**config.mk**
```make
export PLATFORM = sky130hd
export DESIGN_NAME = tws_slave_flat
export DESIGN_NICKNAME = d
export VERILOG_FILES = /design/src/verilog/tws_pkg.sv /design/src/verilog/tws_bus_if.sv /design/src/verilog/tws_line_watch.sv /design/src/verilog/tws_slave.sv /design/src/flat_wrapper.sv
export SDC_FILE = /design/constraint.sdc
export NUM_CORES = 1
export LEC_CHECK = 0
export BUFFER_PORTS_ARGS = -buffer_cell sky130_fd_sc_hd__buf_4
export CAP_MARGIN = 20
export CORE_MARGIN = 3
export CORE_UTILIZATION = 62
export DETAILED_ROUTE_END_ITERATION = 7
export PLACE_DENSITY = 0.91
export REMOVE_ABC_BUFFERS = 1
export SYNTH_ARGS = -nofsm -noshare
export SYNTH_HDL_FRONTEND = slang
export SYNTH_SLANG_ARGS = --single-unit
```
**constraint.sdc**
```tcl
create_clock -name core_clk -period 2.95 [get_ports core_clk]
set_input_delay 0.1475 -clock core_clk [delete_from_list [all_inputs] [get_ports core_clk]]
set_output_delay 0.1475 -clock core_clk [all_outputs]
set_load 0.01 [all_outputs]
```
**src/verilog/tws_pkg.sv**
```systemverilog
// shared constants for the two-wire register slave and its master
package tws_pkg;
  // address byte layout
  localparam int ADDR_MSB = 7;
  localparam int ADDR_LSB = 1;
  localparam int DIR_BIT = 0;
  localparam logic DIR_WRITE = 1'b0;
  localparam logic DIR_READ = 1'b1;
  // default and alternate seven-bit addresses (write byte 0x20 / 0x30)
  localparam logic [6:0] DEF_ADDR = 7'h10;
  localparam logic [6:0] ALT_ADDR = 7'h18;
  // programmable address register
  localparam logic [15:0] PROG_ADDR_OFFSET = 16'h31fc;
  localparam logic [15:0] PROG_ADDR_RESET = 16'h0000;
  // bit 8 of the programmable register enables its address in bits [7:1]
  localparam int PROG_EN_BIT = 8;
  localparam logic [15:0] PTR_RESET = 16'h0000;
  localparam logic [3:0] BITS_PER_BYTE = 4'h8;
  // master bus clock: core cycles per quarter of a bus clock period
  localparam int CORE_CLK_MHZ = 50;
  localparam int BUS_CLK_KHZ = 400;
  localparam int QUARTER_CYC = (CORE_CLK_MHZ * 1000) / (BUS_CLK_KHZ * 4);
  localparam logic [7:0] QUARTER_CNT = 8'(QUARTER_CYC - 1);
endpackage : tws_pkg

```
**src/verilog/tws_bus_if.sv**
```systemverilog
// interface carrying the clock and data lines between master and slave
`timescale 1ns/1ns
interface tws_bus_if;
  logic scl_o;
  logic scl_oe;
  logic sda_m_o;
  logic sda_m_oe;
  logic sda_s_o;
  logic sda_s_oe;
  logic scl;
  logic bus_data_line;
  modport slave (
    input scl,
    input bus_data_line,
    output sda_s_o,
    output sda_s_oe
  );
  modport master (
    input scl,
    input bus_data_line,
    output scl_o,
    output scl_oe,
    output sda_m_o,
    output sda_m_oe
  );
endinterface : tws_bus_if

```
**src/verilog/tws_line_watch.sv**
```systemverilog
// edge and condition detector for the clock and data lines
`timescale 1ns/1ns
module tws_line_watch
  import tws_pkg::*;
(
  input wire logic core_clk,
  input wire logic sys_rst,
  input wire logic scl,
  input wire logic sda,
  output logic scl_rise,
  output logic scl_fall,
  output logic start_seen,
  output logic stop_seen,
  output logic sda_now
);
  logic scl_q;
  logic sda_q;
  always_ff @(posedge core_clk) begin
    if (sys_rst) begin
      scl_q <= 1'b1;
      sda_q <= 1'b1;
    end else begin
      scl_q <= scl;
      sda_q <= sda;
    end
  end
  assign scl_rise = scl & ~scl_q;
  assign scl_fall = ~scl & scl_q;
  // start and stop are data edges while the clock stays high
  assign start_seen = scl & scl_q & sda_q & ~sda;
  assign stop_seen = scl & scl_q & ~sda_q & sda;
  assign sda_now = sda_q;
endmodule : tws_line_watch

```
**src/verilog/tws_slave.sv**
```systemverilog
// device end: two-wire register slave with 16-bit address pointer
`timescale 1ns/1ns
module tws_slave
  import tws_pkg::*;
(
  input wire logic core_clk,
  input wire logic sys_rst,
  tws_bus_if.slave bus,
  input wire logic alt_address_enable,
  input wire logic alt_address_select,
  output logic [15:0] reg_addr,
  output logic [7:0] reg_wdata,
  output logic reg_we,
  output logic reg_re,
  input wire logic [7:0] reg_rdata,
  output logic [15:0] programmable_bus_address
);
  typedef enum {S_IDLE, S_ADDR, S_ACK, S_PTR_HI, S_PTR_LO, S_WDATA, S_RDATA, S_RACK}
    tws_state_e;
  tws_state_e state;
  tws_state_e after_ack;
  logic scl_rise;
  logic scl_fall;
  logic start_seen;
  logic stop_seen;
  logic sda_now;
  logic [7:0] shreg;
  logic [3:0] bit_cnt;
  logic [15:0] ptr;
  logic drive_low;
  logic [7:0] rd_byte;
  logic ack_go;
  logic rd_fetch;

  tws_line_watch u_watch (
    .core_clk(core_clk),
    .sys_rst(sys_rst),
    .scl(bus.scl),
    .sda(bus.bus_data_line),
    .scl_rise(scl_rise),
    .scl_fall(scl_fall),
    .start_seen(start_seen),
    .stop_seen(stop_seen),
    .sda_now(sda_now)
  );

  // ==========================================================
  // address matching
  wire [7:0] rx_byte = shreg;
  wire [6:0] rx_addr = rx_byte[ADDR_MSB:ADDR_LSB];
  wire rx_dir = rx_byte[DIR_BIT];
  wire [6:0] pin_addr = (alt_address_enable & alt_address_select) ? ALT_ADDR : DEF_ADDR;
  wire prog_en = programmable_bus_address[PROG_EN_BIT];
  wire [6:0] prog_addr = programmable_bus_address[ADDR_MSB:ADDR_LSB];
  wire addr_hit = (rx_addr == pin_addr) | (prog_en & (rx_addr == prog_addr));
  wire byte_done = scl_rise & (bit_cnt == BITS_PER_BYTE - 4'h1);
  wire [7:0] next_shreg = {shreg[6:0], sda_now};
  wire [15:0] next_ptr = ptr + 16'h0001;
  // register high byte at its offset, low byte at the next address
  wire prog_hit_hi = (ptr == PROG_ADDR_OFFSET);
  wire prog_hit_lo = (ptr == PROG_ADDR_OFFSET + 16'h0001);

  // ==========================================================
  // receive side and state
  always_ff @(posedge core_clk) begin
    if (sys_rst) begin
      state <= S_IDLE;
      after_ack <= S_IDLE;
      shreg <= 8'h00;
      bit_cnt <= 4'h0;
      ptr <= PTR_RESET;
      ack_go <= 1'b0;
      reg_we <= 1'b0;
      reg_re <= 1'b0;
      reg_wdata <= 8'h00;
      programmable_bus_address <= PROG_ADDR_RESET;
    end else begin
      reg_we <= 1'b0;
      reg_re <= 1'b0;
      // advance once the write strobe has shown the address
      if (reg_we) begin
        ptr <= next_ptr;
      end
      if (start_seen) begin
        state <= S_ADDR;
        bit_cnt <= 4'h0;
      end else if (stop_seen) begin
        state <= S_IDLE;
      end else begin
        unique case (state)
          S_IDLE: begin
          end
          S_ADDR, S_PTR_HI, S_PTR_LO, S_WDATA: begin
            if (scl_rise) begin
              shreg <= next_shreg;
              bit_cnt <= bit_cnt + 4'h1;
            end
            if (byte_done) begin
              ack_go <= 1'b1;
            end
            if (ack_go && scl_fall) begin
              ack_go <= 1'b0;
              bit_cnt <= 4'h0;
              unique case (state)
                S_ADDR: begin
                  if (addr_hit) begin
                    state <= S_ACK;
                    after_ack <= (rx_dir == DIR_READ) ? S_RDATA : S_PTR_HI;
                    reg_re <= (rx_dir == DIR_READ);
                  end else begin
                    state <= S_IDLE;
                  end
                end
                S_PTR_HI: begin
                  ptr[15:8] <= rx_byte;
                  state <= S_ACK;
                  after_ack <= S_PTR_LO;
                end
                S_PTR_LO: begin
                  ptr[7:0] <= rx_byte;
                  state <= S_ACK;
                  after_ack <= S_WDATA;
                end
                default: begin
                  reg_wdata <= rx_byte;
                  reg_we <= 1'b1;
                  if (prog_hit_hi) begin
                    programmable_bus_address[15:8] <= rx_byte;
                  end
                  if (prog_hit_lo) begin
                    programmable_bus_address[7:0] <= rx_byte;
                  end
                  state <= S_ACK;
                  after_ack <= S_WDATA;
                end
              endcase
            end
          end
          S_ACK: begin
            if (scl_fall) begin
              state <= after_ack;
            end
          end
          S_RDATA: begin
            if (scl_rise) begin
              bit_cnt <= bit_cnt + 4'h1;
            end
            if (byte_done) begin
              ack_go <= 1'b1;
            end
            if (ack_go && scl_fall) begin
              ack_go <= 1'b0;
              bit_cnt <= 4'h0;
              ptr <= next_ptr;
              state <= S_RACK;
            end
          end
          S_RACK: begin
            if (scl_rise) begin
              shreg <= {7'h00, sda_now};
            end
            if (scl_fall) begin
              if (shreg[0] == 1'b0) begin
                state <= S_RDATA;
                reg_re <= 1'b1;
              end else begin
                state <= S_IDLE;
              end
            end
          end
        endcase
      end
    end
  end

  // ==========================================================
  // data line driver
  assign reg_addr = ptr;
  always_ff @(posedge core_clk) begin
    if (sys_rst) begin
      rd_byte <= 8'h00;
      rd_fetch <= 1'b0;
    end else begin
      // read data arrives the cycle after the request
      rd_fetch <= reg_re;
      if (rd_fetch) begin
        rd_byte <= reg_rdata;
      end
    end
  end
  // pick the level for the next low clock phase
  wire [2:0] rd_idx = 3'(7 - bit_cnt[2:0]);
  // hold the line released until fresh read data is in
  wire rd_busy = reg_re | rd_fetch;
  wire rd_level = (state == S_RDATA) & ~ack_go & ~rd_busy & ~rd_byte[rd_idx];
  wire ack_level = (state == S_ACK);
  wire next_drive_low = rd_level | ack_level;
  always_ff @(posedge core_clk) begin
    if (sys_rst) begin
      drive_low <= 1'b0;
    end else if (start_seen | stop_seen) begin
      drive_low <= 1'b0;
    end else if (~bus.scl) begin
      drive_low <= next_drive_low;
    end
  end
  assign bus.sda_s_o = 1'b0;
  assign bus.sda_s_oe = drive_low;
endmodule : tws_slave
```
**src/flat_wrapper.sv**
```systemverilog
// flat-port wrapper written by rule: the top's interface ports become plain ports
module tws_slave_flat import tws_pkg::*;
  (core_clk, sys_rst, alt_address_enable, alt_address_select, reg_addr, reg_wdata, reg_we, reg_re, reg_rdata, programmable_bus_address, bus_scl, bus_bus_data_line, bus_sda_s_o, bus_sda_s_oe);
  tws_bus_if bus_i ();
  input wire logic core_clk;
  input wire logic sys_rst;
  input wire logic alt_address_enable;
  input wire logic alt_address_select;
  output logic [15:0] reg_addr;
  output logic [7:0] reg_wdata;
  output logic reg_we;
  output logic reg_re;
  input wire logic [7:0] reg_rdata;
  output logic [15:0] programmable_bus_address;
  input wire logic [$bits(bus_i.scl)-1:0] bus_scl;
  input wire logic [$bits(bus_i.bus_data_line)-1:0] bus_bus_data_line;
  output wire logic [$bits(bus_i.sda_s_o)-1:0] bus_sda_s_o;
  output wire logic [$bits(bus_i.sda_s_oe)-1:0] bus_sda_s_oe;
  assign bus_i.scl = bus_scl;
  assign bus_i.bus_data_line = bus_bus_data_line;
  assign bus_sda_s_o = bus_i.sda_s_o;
  assign bus_sda_s_oe = bus_i.sda_s_oe;
  tws_slave u_core (.core_clk(core_clk), .sys_rst(sys_rst), .bus(bus_i), .alt_address_enable(alt_address_enable), .alt_address_select(alt_address_select), .reg_addr(reg_addr), .reg_wdata(reg_wdata), .reg_we(reg_we), .reg_re(reg_re), .reg_rdata(reg_rdata), .programmable_bus_address(programmable_bus_address));
endmodule
```
# After elaboration in Yosys (flattened, before gate mapping)
# Cells that the tools add are included.
# classes
n_reduce_logical,22
n_mux,38
n_eq_ne,25
order_cmp,1
add_sub_neg,3
bitwise_logic,29
# op_table
cell,count
"32-bit by 3-bit == test with 1-bit output, second input constant",5
32-bit two-way mux,5
32-bit one-hot mux with 4 select lines,1
16-bit two-way mux,5
"32-bit by 2-bit == test with 1-bit output, second input constant",2
32-bit one-hot mux with 2 select lines,1
"16-bit by 14-bit == test with 1-bit output, second input constant",2
"32-bit by 1-bit == test with 1-bit output, second input constant",1
"32-bit by 4-bit == test with 1-bit output, second input constant",1
8-bit two-way mux,4
16-bit one-hot mux with 2 select lines,1
5-bit AND reduction,5
"16-bit by 1-bit adder with 16-bit output, second input constant",1
"4-bit by 1-bit inequality test with 1-bit output, second input constant",4
8-bit one-hot mux with 2 select lines,1
7-bit == test,2
"2-bit by 1-bit inequality test with 1-bit output, second input constant",7
1-bit bitwise AND,13
4-bit two-way mux,3
1-bit inverter,12
6-bit AND reduction,2
1-bit two-way mux,11
5-bit OR reduction,2
3-bit two-way mux,2
17 further kinds,25
# totals
regBits,131
inputBits,14
elab_cells,135

# Depth between registers and ports, before layout
# logic_depth
depth_word,10
mapped_depth,8
mapped_depth_nobuf,6

# Cells and area by module
# Synthesis repeated with hierarchy kept, for this count alone.
# unflattened
cells_unflattened,486
hier_area_um2,4106.4
# modules_own_cells
mod,cells_each,seq_area_each_um2,area_per_inst_um2,instances
tws_slave,478,1421.4,4021.4,1
tws_line_watch,8,40.0,85.1,1

# Worst setup path after synthesis
# Ideal clock, no wire load.
# synth_timing
kind,register to register
startpoint,register u_core.ptr[5] (netlist: u_core.reg_addr[5])
endpoint,register u_core.ptr[15] (netlist: u_core.reg_addr[15])
stages_incl_launch_ff,7
setup_slack_ns,1.119
t_arrival_ns,1.714
path_buffers,1
t_required_ns,2.833
path_cell_list,dfxtp_1 buf_2 nand4_4 or3_4 nor4_4 o2111ai_1 a32o_1
# synth_via
elab_chain_cells,7
# synth_lines
element,line,rtl
from (decl),tws_slave.sv:29,logic [15:0] ptr;
from (signal assigned),tws_slave.sv:82,ptr <= next_ptr;
from (signal assigned),tws_slave.sv:120,ptr[7:0] <= rx_byte;
from (signal assigned),tws_slave.sv:154,ptr <= next_ptr;
16-bit by 1-bit adder with 16-bit output *,tws_slave.sv:58,wire [15:0] next_ptr = ptr + 16'h0001;
16-bit two-way mux,tws_slave.sv:81,if (reg_we) begin
8-bit two-way mux,tws_slave.sv:104,unique case (state)
16-bit two-way mux,tws_slave.sv:101,if (ack_go && scl_fall) begin
16-bit one-hot mux with 2 select lines,tws_slave.sv:90,unique case (state)
16-bit two-way mux,tws_slave.sv:87,end else if (stop_seen) begin
16-bit two-way mux *,tws_slave.sv:84,if (start_seen) begin
# Every way passes the cells marked *; elsewhere a longest branch is shown, timed or not.
# A chain may end at the register's enable or synchronous reset.

# Worst setup path in the final report
# layout_timing
startpoint,register u_core.u_watch.scl_q
endpoint,register u_core.ptr[14] (netlist: u_core.reg_addr[14])
# layout_via
elab_chain_cells,6
# layout_lines
element,line,rtl
from (decl),tws_line_watch.sv:16,logic scl_q;
from (signal assigned),tws_line_watch.sv:23,scl_q <= scl;
1-bit bitwise AND,tws_line_watch.sv:28,assign scl_fall = ~scl & scl_q;
1-bit logical AND,"tws_slave.sv:101, tws_slave.sv:151",
"16-bit two-way mux, on equally long branches","tws_slave.sv:151, tws_slave.sv:101",
16-bit one-hot mux with 2 select lines,tws_slave.sv:90,
16-bit two-way mux,tws_slave.sv:87,
16-bit two-way mux *,tws_slave.sv:84,
to (signal assigned),tws_slave.sv:82,
to (signal assigned),tws_slave.sv:115,ptr[15:8] <= rx_byte;
to (signal assigned),tws_slave.sv:154,
# Marked as above.

==> summary.md <==
| Metric | Value |
|---|---|
| Die W | 86.9 µm |
| Largest net degree at the start of global routing | 35 |
| Final setup viols | 0 |
| Rows | 28 |
| Mapped cell area | 4060 µm² |
| Synth Area per Inst | 8.44 µm² |
| Crit-path cells | nand3b_1 > o31ai_1 > o21ai_0 > nor4_1 > o31ai_1 |
| Initial Util | 66.2% |
| First DRT Iteration DRCs | 662 |
| Yosys top cell area share | 36.0% |
| Register bit total from synthesis | 73 |
| Buffers on Ports | 56 |
| Area growth, synth to finish | 14.5% |
| Inserted Clock Buffers | 9 |
| RD Place Congestion | 0.945 |
| Worst min path class | input pin to register |
| Run status | finished clean |
| GRT Resource Usage Total | 29.0% |
| Hpwl dp | 7220 µm |
| CTS Root Cell | clkbuf_8 |
| Yosys cell types | 67 |
| Dominant cell type by area after synthesis | dfxtp_1 |
| Vias in the first global route | 3548 |
| Fillers | 427 |
| Post-route ant nets | 0 |
| Critical path required time | 3.20 ns |
| First-pass GRT wire length | 17300 µm |
| Cell with the most instances after synthesis | nor2_1 |
| Area occupied by registers | 1460 µm² |
| Synth Flop Type | dfxtp_1 |
| Worst Setup SP | u_core.u_watch.scl_q |
| Total Wirelength | 10800 µm |
| Depth of the most critical reg-to-reg path | 5 |
| Power Density | 430 nW/µm² |
| Fmax | 0.400 GHz |
| Core Footprint | 6130 µm² |
| Post-CTS Setup Bufs | 0 |
| Worst EP arrival | 2.75 ns |
| Htree depth | 3 |
| RSZ-0062 raised after global routing | no |
| Total grt overflow | 0 |
| Cts hold-fix bufs | 0 |
| Initial antenna violation count | 0 |
| Post-synth EDFFs | 0 |
| Crit Path Class | register to register |
| Fin crit share | 84.8% |
| Largest cells by area after synthesis | dfxtp_1 (36%), mux2i_1 (9.6%), nor2_1 (6.8%), xnor2_1 (3.9%), nand2_1 (3.4%) |
| CP most frequent cell | o31ai_1 |
| Mean routed wirelength per cell | 18.3 µm |
| Synth top cells by count | nor2_1 (74), dfxtp_1 (73), mux2i_1 (39) |
| Multi-input logic area | 2390 µm² |
| # Max-Cap Violations | 0 |
| Vias per inst | 6.53 |
| Post-synth ARST share | 0% |
| Slowest cell on the critical path | o31ai_1 |
| PostCTS Resize Cnt | 0 |
| Residual DRC | 0 |
| Max FO, Critical Path | 14 |
| Fin. max-slew vios | 0 |
| Sequential fraction of the synthesis area | 36.0% |
| Antenna cell count | 0 |
| CP endpoint | u_core.reg_addr[14] |
| WHS | 0.0188 ns |
| Endpoint class of the critical path | register |
| CTS tree | built |
| Chip Height | 86.9 µm |
| Clock transition at path regs | 0.08 ns |
| Min Clock Period, post-route | 2.50 ns |
| Total Nets Final | 531 |
| Crit Reg-Reg Endpoint | u_core.reg_addr[14] |
| Worst clock skew | 0.0112 ns |
| Full die area | 7550 µm² |
| Setup crit start kind | register |
| Share of cells above drive strength 1 | 18.3% |
| Pleak | 1.85 nW |
| Worst R2R Start | u_core.u_watch.scl_q |
| Slew margin rel. | 45.9% |
| Worst reg-to-reg setup slack | 0.45 ns |
| CTS Sinks | 73 |
| Hold Vio Cnt, Final | 0 |
| Crit-path max cell delay | 0.85 ns |
| Setup_tns | 0 ns |
| Hold wc startpoint | reg_rdata[7] |
| Top-level I/O count | 58 |
| 1st-pass router iterations | 5 |
| Worst slew pin tran | 0.803 ns |
| Post-Synthesis Cells | 481 |
| Via count | 3872 |
| Clock tree buffer depth | 2 |
| Synth warn | 0 |
| Peak VDD IR | 428 µV |
| Clock latency on the worst-skew pair | 0.36 ns |
cells by family after synthesis:
logic type	after synthesis	synth area share, %
AO/OA/AOI/OAI	99	16.9
XOR/XNOR	26	5.61
adder cells (fa/ha/maj)	4	1.23
buffers and inverters	48	5.15
flip-flops	73	36.0
multiplexers	42	11.0
other	1	0.0924
AND/OR/NAND/NOR	188	24.0
through the flow:
stage                     total power [mW]  instance area, µm²  cells  util [%]  setup slack [ns]
after floorplan                       1.08                3880    441         -             0.850
after global placement                1.12                4430    577      72.3             0.680
after detailed placement              1.13                4430    577      72.3             0.600
after CTS                             1.98                4650    593      75.8             0.552
after global routing                  2.04                4650    593      75.8             0.304
final                                 2.00                4650    593      75.8             0.449
state kept, by name (all words and copies together) (netlist names), 3 cells and up:
name,cells
u_core.after_ack,3
u_core.bit_cnt,4
u_core.programmable_bus_address,16
u_core.rd_byte,8
u_core.reg_addr,16
u_core.reg_wdata,8
u_core.rx_byte,8
u_core.state,3
per-layer routing:
layer | global-route usage (%) | vias up | part of all wire (%)
met5 | 0 | - | 0
met4 | 9.07 | 0 | 1.7
met3 | 7.47 | 29 | 10
met2 | 47.3 | 220 | 48
met1 | 37.5 | 1828 | 40
li1 | - | 1795 | -
layout by cell type (no fill, tap or decap), drive strengths merged, types with 6 or more instances in the layout:
| master | n |
|---|---|
| nor2 | 74 |
| a21oi | 22 |
| or2 | 6 |
| o21ai | 20 |
| nand4 | 10 |
| and3 | 7 |
| xnor2 | 18 |
| xor2 | 8 |
| nor4 | 8 |
| dfxtp | 73 |
| nand3 | 12 |
| mux2i | 39 |
| buf | 61 |
| inv | 9 |
| nand2 | 37 |
| nor3 | 8 |
| clkbuf | 9 |
report_power, final:
part	internal, mW	switching, mW
registers	0.989	0.0143
logic	0.0405	0.0653
clock network	0.476	0.411
layout make-up:
cell class / instances / area share (%)
multi-input combinational: 360 / 51.4
clock inverter: 7 / 1.99
timing repair buffer: 61 / 9.85
sequential: 73 / 31.4
inverter: 8 / 0.646
tap: 75 / 2.02
clock buffer: 9 / 2.67
worst min path at each step:
stage | endpoint | slack (ns) | cells past startpoint
finish | u_core.rd_byte[7] | 0.02 | 3
global route | u_core.rd_byte[1] | 0.04 | 3
CTS | u_core.rd_byte[7] | 0.02 | 3
detailed placement | u_core.rd_byte[0] | 0.40 | 3
global placement | u_core.rd_byte[7] | 0.38 | 3
floorplan | u_core.ack_go | 0.22 | 1
critical path, delay by kind of cell, from the launching register on:
family,cells,cell delay [ns]
and+or+nand+nor,2,0.75
AOI/OAI and AO/OA,3,1.14
DFF,1,0.50
Note: power is estimated with default switching activity, not from simulation.
